--- src/common/rps_pkg.sv ---
// Package for the ramp phase and spread-spectrum control block.
// Assumes one 100 MHz clock standing in for the PLL clock domain.
package rps_pkg;

  // ****************************************
  // Register offsets
  // ****************************************
  localparam logic [7:0] ADDR_PHASE = 8'h6a;
  localparam logic [7:0] ADDR_DITHER = 8'h6b;
  localparam logic [7:0] ADDR_RANGE = 8'h6c;
  localparam logic [7:0] ADDR_DIV = 8'h6d;
  localparam logic [7:0] ADDR_STEP = 8'h6e;

  // ****************************************
  // Reset values
  // ****************************************
  localparam logic [7:0] RST_PHASE = 8'h00;
  localparam logic [7:0] RST_DITHER = 8'h00;
  localparam logic [7:0] RST_RANGE = 8'h00;
  localparam logic [7:0] RST_DIV = 8'h50;
  localparam logic [7:0] RST_STEP = 8'h11;

  // ****************************************
  // Field positions
  // ****************************************
  localparam int PH_SYNC_BIT = 0;
  localparam int I2S_SYNC_BIT = 1;
  localparam int PH_SEL_LSB = 2;
  localparam int PH_SEL_W = 2;
  localparam int TRI_EN_BIT = 0;
  localparam int RDM_EN_BIT = 1;
  localparam int MANUAL_BIT = 4;
  localparam int HALF_SRC_BIT = 5;
  localparam int TRI_CTRL_LSB = 0;
  localparam int TRI_CTRL_W = 4;
  localparam int RDM_SPAN_LSB = 4;
  localparam int RDM_SPAN_W = 3;
  localparam int RISE_LSB = 0;
  localparam int FALL_LSB = 4;
  localparam int STEP_W = 4;

  // ****************************************
  // Ramp timing
  // ****************************************
  localparam int REF_HZ = 61440000;
  localparam int CLK_HZ = 100000000;
  localparam int CNT_W = 10;
  localparam logic [7:0] AUTO_DIV = 8'h50;
  localparam logic [7:0] TRI_MAN_LIMIT = 8'h10;
  localparam logic [15:0] LFSR_SEED = 16'hace1;
  localparam logic [15:0] LFSR_TAPS = 16'hb400;

endpackage : rps_pkg

--- src/logic/rps_pin_sync.sv ---
// Three-stage pin synchroniser with agreement filter and rising-edge pulse.
// Assumes the pin is asynchronous to clock.
module rps_pin_sync (
  // Clock and reset
  input wire logic clock,
  input wire logic rst_n,
  // Pin and result
  input wire logic pin,
  output logic level,
  output logic rise
);

  typedef struct packed {
    logic s1;
    logic s2;
    logic s3;
    logic lvl;
    logic rise;
  } rps_sync_state_t;

  rps_sync_state_t state_r;
  rps_sync_state_t state_nxt;

  always_comb begin
    state_nxt = state_r;
    state_nxt.s1 = pin;
    state_nxt.s2 = state_r.s1;
    state_nxt.s3 = state_r.s2;
    state_nxt.rise = 1'b0;
    // Only a level seen by two later stages counts
    if (state_r.s2 == state_r.s3) begin
      state_nxt.lvl = state_r.s3;
      state_nxt.rise = state_r.s3 & ~state_r.lvl;
    end
  end

  always_ff @(posedge clock or negedge rst_n) begin
    if (!rst_n) begin
      state_r <= '0;
    end else begin
      state_r <= state_nxt;
    end
  end

  assign level = state_r.lvl;
  assign rise = state_r.rise;

endmodule : rps_pin_sync

--- src/logic/rps_lfsr.sv ---
// Galois LFSR used as the random dither source.
// Assumes the enable is a one-cycle pulse on the same clock.
module rps_lfsr (
  // Clock and reset
  input wire logic clock,
  input wire logic rst_n,
  // Control and value
  input wire logic step,
  output logic [15:0] value
);

  typedef struct packed {
    logic [15:0] sr;
  } rps_lfsr_state_t;

  rps_lfsr_state_t state_r;
  rps_lfsr_state_t state_nxt;

  always_comb begin
    state_nxt = state_r;
    if (step) begin
      state_nxt.sr = {1'b0, state_r.sr[15:1]} ^ (state_r.sr[0] ? rps_pkg::LFSR_TAPS : 16'h0000);
    end
  end

  always_ff @(posedge clock or negedge rst_n) begin
    if (!rst_n) begin
      state_r.sr <= rps_pkg::LFSR_SEED;
    end else begin
      state_r <= state_nxt;
    end
  end

  assign value = state_r.sr;

endmodule : rps_lfsr

--- src/logic/rps_ramp_ctrl.sv ---
// Ramp clock phase selection and spread-spectrum dither control.
// Assumes clock is the PLL clock and the register port is on the same clock.
// Functional notes
// RULE_01: Phase select bits 3-2 shift ramp phase
// RULE_02: Software sets phase before entering play
// RULE_03: All devices share ramp and dither settings
// RULE_04: I2S sync bit aligns ramp to framing
// RULE_05: Phase sync bit enables external ramp sync
// RULE_06: Manual halved-source bit halves the source clock
// RULE_07: Manual bit selects manual dither control
// RULE_08: Random dither spans range field bits 6-4
// RULE_09: Triangle dither uses field bits 3-0; the code uses them in automatic mode only, manual mode uses TRI_MAN_LIMIT
// RULE_10: Manual ramp period equals divisor N
// RULE_11: Falling slope steps by bits 7-4
// RULE_12: Rising slope steps by bits 3-0
// RULE_13: Automatic mode ignores all manual fields
module rps_ramp_ctrl (
  // Clock and reset
  input wire logic clock,
  input wire logic rst_n,
  // Register port
  input wire logic reg_wr_en,
  input wire logic reg_rd_en,
  input wire logic [7:0] reg_addr,
  input wire logic [7:0] reg_wdata,
  output logic [7:0] reg_rdata,
  // Sync pins
  input wire logic i2s_frame_pin,
  input wire logic ramp_sync_pin,
  // Ramp outputs
  output logic ramp_tick,
  output logic [9:0] ramp_period
);

  // ****************************************
  // State
  // ****************************************
  typedef struct packed {
    logic [7:0] ramp_phase_setup;
    logic [7:0] dither_control;
    logic [7:0] dither_range;
    logic [7:0] manual_ramp_divider;
    logic [7:0] triangle_step_sizes;
    logic [7:0] rdata;
    logic half_ph;
    logic [9:0] cnt;
    logic [9:0] period;
    logic [7:0] tri_off;
    logic tri_down;
    logic tick;
  } rps_ctrl_state_t;

  rps_ctrl_state_t state_r;
  rps_ctrl_state_t state_nxt;

  logic frame_rise;
  logic sync_rise;
  logic [15:0] lfsr_val;
  logic wrap;
  logic src_en;
  logic restart;
  logic manual;
  logic half_src;
  logic tri_en;
  logic rdm_en;
  logic i2s_en;
  logic ph_en;
  logic [1:0] phase_sel;
  logic [7:0] base;
  logic [7:0] limit;
  logic [7:0] rise_step;
  logic [7:0] fall_step;
  logic [7:0] span_mask;
  logic [7:0] rdm_off;
  logic [7:0] tri_new;
  logic [9:0] phase_off;
  logic [8:0] tri_up_sum;

  rps_pin_sync u_frame_sync (
    .clock(clock),
    .rst_n(rst_n),
    .pin(i2s_frame_pin),
    .level(),
    .rise(frame_rise)
  );

  rps_pin_sync u_ramp_sync (
    .clock(clock),
    .rst_n(rst_n),
    .pin(ramp_sync_pin),
    .level(),
    .rise(sync_rise)
  );

  rps_lfsr u_lfsr (
    .clock(clock),
    .rst_n(rst_n),
    .step(wrap),
    .value(lfsr_val)
  );

  // ****************************************
  // Field decode
  // ****************************************
  assign ph_en = state_r.ramp_phase_setup[rps_pkg::PH_SYNC_BIT];
  assign i2s_en = state_r.ramp_phase_setup[rps_pkg::I2S_SYNC_BIT];
  assign phase_sel = state_r.ramp_phase_setup[rps_pkg::PH_SEL_LSB +: rps_pkg::PH_SEL_W];
  assign tri_en = state_r.dither_control[rps_pkg::TRI_EN_BIT];
  assign rdm_en = state_r.dither_control[rps_pkg::RDM_EN_BIT];
  assign manual = state_r.dither_control[rps_pkg::MANUAL_BIT]; // [RULE_07]
  // Halving only counts in manual mode
  assign half_src = manual & state_r.dither_control[rps_pkg::HALF_SRC_BIT]; // [RULE_06] [RULE_13]

  // A zero divisor with no dither would only wrap after 1024 counts, so it is treated as one
  always_comb begin
    if (!manual) begin
      base = rps_pkg::AUTO_DIV; // [RULE_13]
    end else if (state_r.manual_ramp_divider == 8'h00) begin
      base = 8'h01;
    end else begin
      base = state_r.manual_ramp_divider; // [RULE_10]
    end
  end

  always_comb begin
    if (manual) begin
      limit = rps_pkg::TRI_MAN_LIMIT;
      rise_step = {4'h0, state_r.triangle_step_sizes[rps_pkg::RISE_LSB +: rps_pkg::STEP_W]}; // [RULE_12]
      fall_step = {4'h0, state_r.triangle_step_sizes[rps_pkg::FALL_LSB +: rps_pkg::STEP_W]}; // [RULE_11]
    end else begin
      limit = {4'h0, state_r.dither_range[rps_pkg::TRI_CTRL_LSB +: rps_pkg::TRI_CTRL_W]}; // [RULE_09]
      rise_step = 8'h01; // [RULE_13]
      fall_step = 8'h01;
    end
  end

  assign span_mask = (8'h01 << state_r.dither_range[rps_pkg::RDM_SPAN_LSB +: rps_pkg::RDM_SPAN_W]) - 8'h01;
  assign rdm_off = rdm_en ? (lfsr_val[7:0] & span_mask) : 8'h00; // [RULE_08]
  assign tri_up_sum = {1'b0, state_r.tri_off} + {1'b0, fall_step};

  // ****************************************
  // Triangle sweep
  // ****************************************
  // Growing offset lengthens the period, so the frequency falls
  always_comb begin
    tri_new = state_r.tri_off;
    if (!tri_en) begin
      tri_new = 8'h00;
    end else if (!state_r.tri_down) begin
      tri_new = (tri_up_sum >= {1'b0, limit}) ? limit : tri_up_sum[7:0]; // [RULE_11]
    end else begin
      tri_new = (state_r.tri_off <= rise_step) ? 8'h00 : state_r.tri_off - rise_step; // [RULE_12]
    end
    // A limit lowered mid-sweep would otherwise leave the offset above it
    if (tri_new > limit) begin
      tri_new = limit; // [RULE_09]
    end
  end

  // ****************************************
  // Ramp counter
  // ****************************************
  assign src_en = ~half_src | state_r.half_ph; // [RULE_06]
  assign restart = (i2s_en & frame_rise) | (ph_en & sync_rise); // [RULE_04] [RULE_05]
  assign wrap = ~restart & src_en & (state_r.cnt >= state_r.period - 10'd1);
  assign phase_off = 10'({2'b00, state_r.period[9:2]} * {8'h00, phase_sel}); // [RULE_01]

  always_comb begin
    state_nxt = state_r;
    state_nxt.tick = 1'b0;
    state_nxt.half_ph = half_src ? ~state_r.half_ph : 1'b0;
    if (reg_wr_en) begin
      case (reg_addr)
        rps_pkg::ADDR_PHASE: state_nxt.ramp_phase_setup = reg_wdata;
        rps_pkg::ADDR_DITHER: state_nxt.dither_control = reg_wdata;
        rps_pkg::ADDR_RANGE: state_nxt.dither_range = reg_wdata;
        rps_pkg::ADDR_DIV: state_nxt.manual_ramp_divider = reg_wdata;
        rps_pkg::ADDR_STEP: state_nxt.triangle_step_sizes = reg_wdata;
        default: ;
      endcase
    end
    if (reg_rd_en) begin
      case (reg_addr)
        rps_pkg::ADDR_PHASE: state_nxt.rdata = state_r.ramp_phase_setup;
        rps_pkg::ADDR_DITHER: state_nxt.rdata = state_r.dither_control;
        rps_pkg::ADDR_RANGE: state_nxt.rdata = state_r.dither_range;
        rps_pkg::ADDR_DIV: state_nxt.rdata = state_r.manual_ramp_divider;
        rps_pkg::ADDR_STEP: state_nxt.rdata = state_r.triangle_step_sizes;
        default: state_nxt.rdata = 8'h00;
      endcase
    end
    if (restart) begin
      state_nxt.cnt = '0; // [RULE_04] [RULE_05]
    end else if (wrap) begin
      state_nxt.cnt = '0;
      state_nxt.tri_off = tri_new; // [RULE_09]
      if (!tri_en) begin
        state_nxt.tri_down = 1'b0;
      end else if (!state_r.tri_down && tri_up_sum >= {1'b0, limit}) begin
        state_nxt.tri_down = 1'b1;
      end else if (state_r.tri_down && state_r.tri_off <= rise_step) begin
        state_nxt.tri_down = 1'b0;
      end
      // New period takes effect at the wrap only, so a ramp is never cut short
      state_nxt.period = {2'b00, base} + {2'b00, tri_new} + {2'b00, rdm_off}; // [RULE_08] [RULE_10]
    end else if (src_en) begin
      state_nxt.cnt = state_r.cnt + 10'd1;
    end
    if (src_en && !restart && state_r.cnt == phase_off) begin
      state_nxt.tick = 1'b1; // [RULE_01]
    end
  end

  always_ff @(posedge clock or negedge rst_n) begin
    if (!rst_n) begin
      state_r <= '0;
      state_r.ramp_phase_setup <= rps_pkg::RST_PHASE;
      state_r.dither_control <= rps_pkg::RST_DITHER;
      state_r.dither_range <= rps_pkg::RST_RANGE;
      state_r.manual_ramp_divider <= rps_pkg::RST_DIV;
      state_r.triangle_step_sizes <= rps_pkg::RST_STEP;
      state_r.period <= {2'b00, rps_pkg::AUTO_DIV};
    end else begin
      state_r <= state_nxt;
    end
  end

  assign reg_rdata = state_r.rdata;
  assign ramp_tick = state_r.tick;
  assign ramp_period = state_r.period;

  // ****************************************
  // Assertions
  // ****************************************
  property p_tick_phase;
    @(posedge clock) disable iff (!rst_n)
    ramp_tick |-> $past(state_r.cnt) == $past(phase_off);
  endproperty
  a_tick_phase: assert property (p_tick_phase) else $error("tick off phase"); // [RULE_01]

  property p_i2s_align;
    @(posedge clock) disable iff (!rst_n)
    (i2s_en && frame_rise) |=> state_r.cnt == 10'd0;
  endproperty
  a_i2s_align: assert property (p_i2s_align) else $error("no frame align"); // [RULE_04]

  property p_no_sync;
    @(posedge clock) disable iff (!rst_n)
    (!i2s_en && !ph_en && state_r.cnt < state_r.period - 10'd1 && src_en) |=>
      state_r.cnt == $past(state_r.cnt) + 10'd1;
  endproperty
  a_no_sync: assert property (p_no_sync) else $error("count disturbed"); // [RULE_05]

  property p_ramp_sync;
    @(posedge clock) disable iff (!rst_n)
    (ph_en && sync_rise) |=> state_r.cnt == 10'd0;
  endproperty
  a_ramp_sync: assert property (p_ramp_sync) else $error("no ramp sync"); // [RULE_05]

  property p_half_src;
    @(posedge clock) disable iff (!rst_n)
    (half_src && $past(half_src)) |-> src_en != $past(src_en);
  endproperty
  a_half_src: assert property (p_half_src) else $error("source not halved"); // [RULE_06]

  property p_manual_div;
    @(posedge clock) disable iff (!rst_n)
    (wrap && manual && !tri_en && !rdm_en && state_r.manual_ramp_divider != 8'h00) |=>
      state_r.period == {2'b00, $past(state_r.manual_ramp_divider)};
  endproperty
  a_manual_div: assert property (p_manual_div) else $error("manual period"); // [RULE_10]

  property p_auto_div;
    @(posedge clock) disable iff (!rst_n)
    (wrap && !manual && !tri_en && !rdm_en) |=> state_r.period == {2'b00, rps_pkg::AUTO_DIV};
  endproperty
  a_auto_div: assert property (p_auto_div) else $error("auto period"); // [RULE_13]

  property p_rdm_span;
    @(posedge clock) disable iff (!rst_n)
    (wrap && rdm_en && !tri_en) |=>
      state_r.period - {2'b00, $past(base)} <= {2'b00, $past(span_mask)};
  endproperty
  a_rdm_span: assert property (p_rdm_span) else $error("random span"); // [RULE_08]

  property p_tri_bound;
    @(posedge clock) disable iff (!rst_n)
    wrap |=> state_r.tri_off <= $past(limit);
  endproperty
  a_tri_bound: assert property (p_tri_bound) else $error("triangle bound"); // [RULE_09]

  property p_fall_step;
    @(posedge clock) disable iff (!rst_n)
    (wrap && manual && tri_en && !state_r.tri_down && tri_up_sum < {1'b0, limit}) |=>
      state_r.tri_off == $past(state_r.tri_off) + $past(fall_step);
  endproperty
  a_fall_step: assert property (p_fall_step) else $error("fall step"); // [RULE_11]

  property p_rise_step;
    @(posedge clock) disable iff (!rst_n)
    (wrap && manual && tri_en && state_r.tri_down && state_r.tri_off > rise_step) |=>
      state_r.tri_off == $past(state_r.tri_off) - $past(rise_step);
  endproperty
  a_rise_step: assert property (p_rise_step) else $error("rise step"); // [RULE_12]

  c_tick: cover property (@(posedge clock) disable iff (!rst_n) ramp_tick && phase_sel == 2'd3);
  c_frame: cover property (@(posedge clock) disable iff (!rst_n) i2s_en && frame_rise);
  c_manual: cover property (@(posedge clock) disable iff (!rst_n) wrap && half_src && tri_en);
  c_turn: cover property (@(posedge clock) disable iff (!rst_n) $rose(state_r.tri_down));

endmodule : rps_ramp_ctrl

--- config.mk ---
export PLATFORM = sky130hd
export DESIGN_NAME = rps_ramp_ctrl
export DESIGN_NICKNAME = d
export VERILOG_FILES = /design/src/common/rps_pkg.sv /design/src/logic/rps_pin_sync.sv /design/src/logic/rps_lfsr.sv /design/src/logic/rps_ramp_ctrl.sv
export SDC_FILE = /design/constraint.sdc
export NUM_CORES = 1
export LEC_CHECK = 0
export ABC_AREA = 1
export BUFFER_PORTS_ARGS = -buffer_cell sky130_fd_sc_hd__buf_2
export CAP_MARGIN = 30
export CORE_MARGIN = 5
export CORE_UTILIZATION = 40
export CTS_CLUSTER_SIZE = 20
export DETAILED_ROUTE_END_ITERATION = 8
export PLACE_DENSITY_LB_ADDON = 0.2
export SLEW_MARGIN = 20
export SYNTH_ARGS = -nofsm -noshare
export SYNTH_HDL_FRONTEND = slang
export SYNTH_SLANG_ARGS = --single-unit
--- constraint.sdc ---
create_clock -name clock -period 8.3 [get_ports clock]
set_clock_uncertainty 0.2 [all_clocks]
set_input_delay 0 -clock clock [delete_from_list [all_inputs] [get_ports clock]]
set_output_delay 0 -clock clock [all_outputs]
set_load 0.02 [all_outputs]
==> impl_results.md <==
* Synth area leader: dfrtp_1
* Crit. End Element: flop
* Worst Path Class, Setup: flop to flop
* Final RePlAce weighted congestion at 0.855
* Width of the die at 142 um
* Pins over their slew limit at 0
* Gates resized, CTS repair at 0
* Number of buffers inserted during clock tree synthesis at 9
* Total global-route track usage at 17.0%
* Number of enable-type register cells in the synthesized netlist at 0
* Count of TritonRoute iterations in the first routing pass at 5
* DRC Markers at 0
* Flip-flop cell with the highest count after synthesis: dfrtp_1
* Antenna violations before repair at 0
* Data required time at the worst endpoint at 8360 ps
* Number of top-level design ports at 41
* Status: complete, no violations
* Crit-path max cell delay at 730 ps
* Most common library cells after synthesis: nand2_1 (214), inv_1 (130), dfrtp_1 (91)
* Simple logic cell fraction of the synthesized area at 21.8%
* Time the final worst path needs with I/O delays and setup at 6430 ps
* Buffers from clock root to sink, at most at 2
* Multiplexer share of the synthesized area at 0%
* Cell with the most instances after synthesis: nand2_1
* Clock insertion delay at the later pin of the skew report at 360 ps
* Total half-perimeter wirelength after legalization and detailed placement at 12400 um
* Max-cap violation count at 0
* Area added between synthesis and finish at 11.5%
* Initial Utilization at 40.5%
* RSZ-0062 raised after global routing: no
* Yosys warning count at 0
* DIE AREA at 0.0202 sq mm
* TritonCTS clock tree: done
* Number of instances in the synthesized netlist at 887
* Mapped Area at 0.00699 sq mm
* Row cnt at 48
* Peak fanout along the critical path at 19
* Antenna-violating nets left at 0
* Maximum clock frequency at 0.156 GHz
* Number of levels the H-tree was split into at 3
* Net Switching at 0.380 mW
* Final setup TNS at 0 ps
* Parity-gate share of the synthesized area counting xor and xnor cells at 4.76%
* Slew headroom at 48.2%
* Chip height at 142 um
* Wire length of the first global-routing pass at 27600 um
* FF+latch count, synth at 105
* Peak supply drop at 89.8 uV
* Kind of start point of the critical path: flop
* Sequential element share of the synthesized area at 37.9%
* Main combinational cell family by area after synthesis: simple AND/OR/NAND/NOR gates
* Fin nets at 1009
* Cell-internal power at 0.843 mW
* Wire length per cell at 14.0 um
* Dominant cell type by count on the critical path: nand2_1
* Grt ovf at 0
* Final number of setup-violating endpoints at 0
* Arrival time worst endpoint at 6480 ps
* Vias after detailed routing at 5652
* Layout cells sized above 1 at 11.3%
* Clock transition at the registers of the reported paths at 80 ps
* Area inside the core boundary at 0.0172 sq mm
* Top-area cell type share of the netlist area at 32.6%
* Port buffer count at 40
* Post-route clock period utilization at 77.4%
* Clock network fraction of total power at 35.4%
* Num Clock Sinks at 105
* Class of the most critical hold timing path: input pin to async pin
* Mapped Avg Cell Area at 7.88 sq um
* Setup slack after placement at 1920 ps
* Switching share of power at 31.1%
* Number of buffers inserted by hold repair at cts at 26
* P_leak at 3.93 nW
* Number of inserted diodes at 0
* DR vias/cell at 4.87
* Power density over the cells at 157 mW/mm^2
* Cell with the largest stage delay on the worst path: dfrtp_1
* Post-CTS setup-driven buffer insertion count at 0
* Fraction of registers with async set/reset at 100%
* Actual slew at the worst max-slew pin at 777 ps
* Final hold violation count at 0
* Drt first-iter violations at 315
* Yosys cell types at 49
* Area share of fa/ha/maj cells after synthesis at 11.6%
* Via count of the first global-routing pass at 5539
* Compound-cell area share of the yosys netlist at 12.4%
* Relative contribution of combinational cells to total power at 18.2%
* Sequential share of power at 46.4%
* Total detailed-routing wirelength at 16300 um
* Final setup margin at 1870 ps
* Root Driver: clkbuf_16
* Maximum number of pins on one net before global-route repair at 59
* Area contributors post-synth: dfrtp_1 (33%), nand2_1 (11%), ha_1 (7.9%), inv_1 (7.0%), dfstp_2 (5.3%)
## placed cells by master (no fill, tap or decap), types with 2 or more instances in the layout
cell type      instances
nand2_1              214
inv_1                130
dfrtp_1               91
o21ai_0               72
nor2_1                58
ha_1                  44
nand3_1               39
buf_2                 39
a21oi_1               29
dlygate4sd3_1         26
xor2_1                24
nor3_1                16
xnor2_1               14
dfstp_2               14
o22ai_1               12
fa_1                  12
nand4_1               11
inv_2                 10
o21ai_1               10
clkbuf_16              9
nand2_2                6
o211ai_1               4
nand3_2                4
o21a_1                 4
conb_1                 4
o21ai_2                3
a22o_1                 3
clkinv_8               3
inv_6                  3
a21oi_4                2
nor4_1                 2
a41oi_1                2
or2_2                  2
nor2_4                 2
maj3_1                 2
buf_4                  2
## logic make-up (layout without fill, tap and decap cells)
group | after synthesis | in the layout
xor+xnor | 38 | 38
flops | 105 | 105
compound gates | 149 | 149
other cells | 1 | 4
buf+inv | 178 | 224
simple gates | 358 | 358
fa+ha+maj | 58 | 58
## metal layers
layer  wire length (um)  vias to the layer above  track usage, %
met5                  0                        -               0
li1                   -                     2909               -
met4                290                        0            5.51
met3                487                       26            2.69
met1               7880                     2638            23.8
met2               7610                       79            27.2
## final timing paths
check / from / endpoint / slack (ps) / depth (start not counted)
setup / recovery: manual / ramp_period[7] / 1870 / 38
hold / removal: rst_n / u_lfsr.value[12] / 60 / 2
setup reg to reg: manual / ramp_period[7] / 1870 / 38
hold reg to reg: u_frame_sync.state_nxt[3] / u_frame_sync.state_nxt[2] / 150 / 0
max in group asynchronous: rst_n / u_ramp_sync.level / 6740 / 3
min in group clock: ramp_sync_pin / u_ramp_sync.state_nxt[3] / 70 / 2
## worst max-delay path: cells and delay by family, from the launching register on
family / cells / cell delay [ps]
AND/OR/NAND/NOR: 17 / 1580
adder cells (fa/ha/maj): 7 / 2270
XOR/XNOR: 1 / 200
AO/OA/AOI/OAI: 7 / 1010
flip-flops: 1 / 730
buffers and inverters: 6 / 360
## through the flow
| step | cells | hold WS, ps | instance area [sq um] | utilization [%] | power, mW |
|---|---|---|---|---|---|
| floorplan | 890 | -496 | 7000 | - | 0.733 |
| global placement | 1119 | -91.2 | 7220 | 41.9 | 0.791 |
| detailed placement | 1119 | -90.6 | 7220 | 41.9 | 0.793 |
| CTS | 1161 | 52.3 | 7790 | 45.2 | 1.24 |
| global route | 1161 | 87.4 | 7790 | 45.2 | 1.30 |
| finish | 1161 | 55.1 | 7790 | 45.2 | 1.22 |
## state kept, by name, summed over array words and instances (netlist names)
register and count:
u_frame_sync.rise 1, u_ramp_sync.state_nxt 2, state_r 54, u_frame_sync.state_nxt 2, manual 1, u_frame_sync.level 1, reg_rdata 8, u_ramp_sync.state_r 1
u_ramp_sync.rise 1, ph_en 1, ramp_tick 1, rdm_en 1, u_ramp_sync.level 1, u_frame_sync.state_r 1, ramp_period 10, i2s_en 1
u_lfsr.value 16, phase_sel 2
## power groups by stage
stage | logic, mW | registers (mW) | clock network, mW
floorplan | 0.166 | 0.566 | 0
global placement | 0.214 | 0.577 | 0
detailed placement | 0.216 | 0.577 | 0
CTS | 0.225 | 0.568 | 0.449
global route | 0.259 | 0.572 | 0.472
finish | 0.222 | 0.568 | 0.433
## final cells by class
| class | instances | area (sq um) |
|---|---|---|
| well taps | 225 | 282 |
| repair buffers | 67 | 470 |
| fillers | 1754 | 9450 |
| clock inverters | 7 | 83.8 |
| inverters | 141 | 532 |
| multi-input cells | 607 | 3550 |
| flip-flops and latches | 105 | 2650 |
| clock buffers | 9 | 225 |
(Power assumes the default switching activity.)
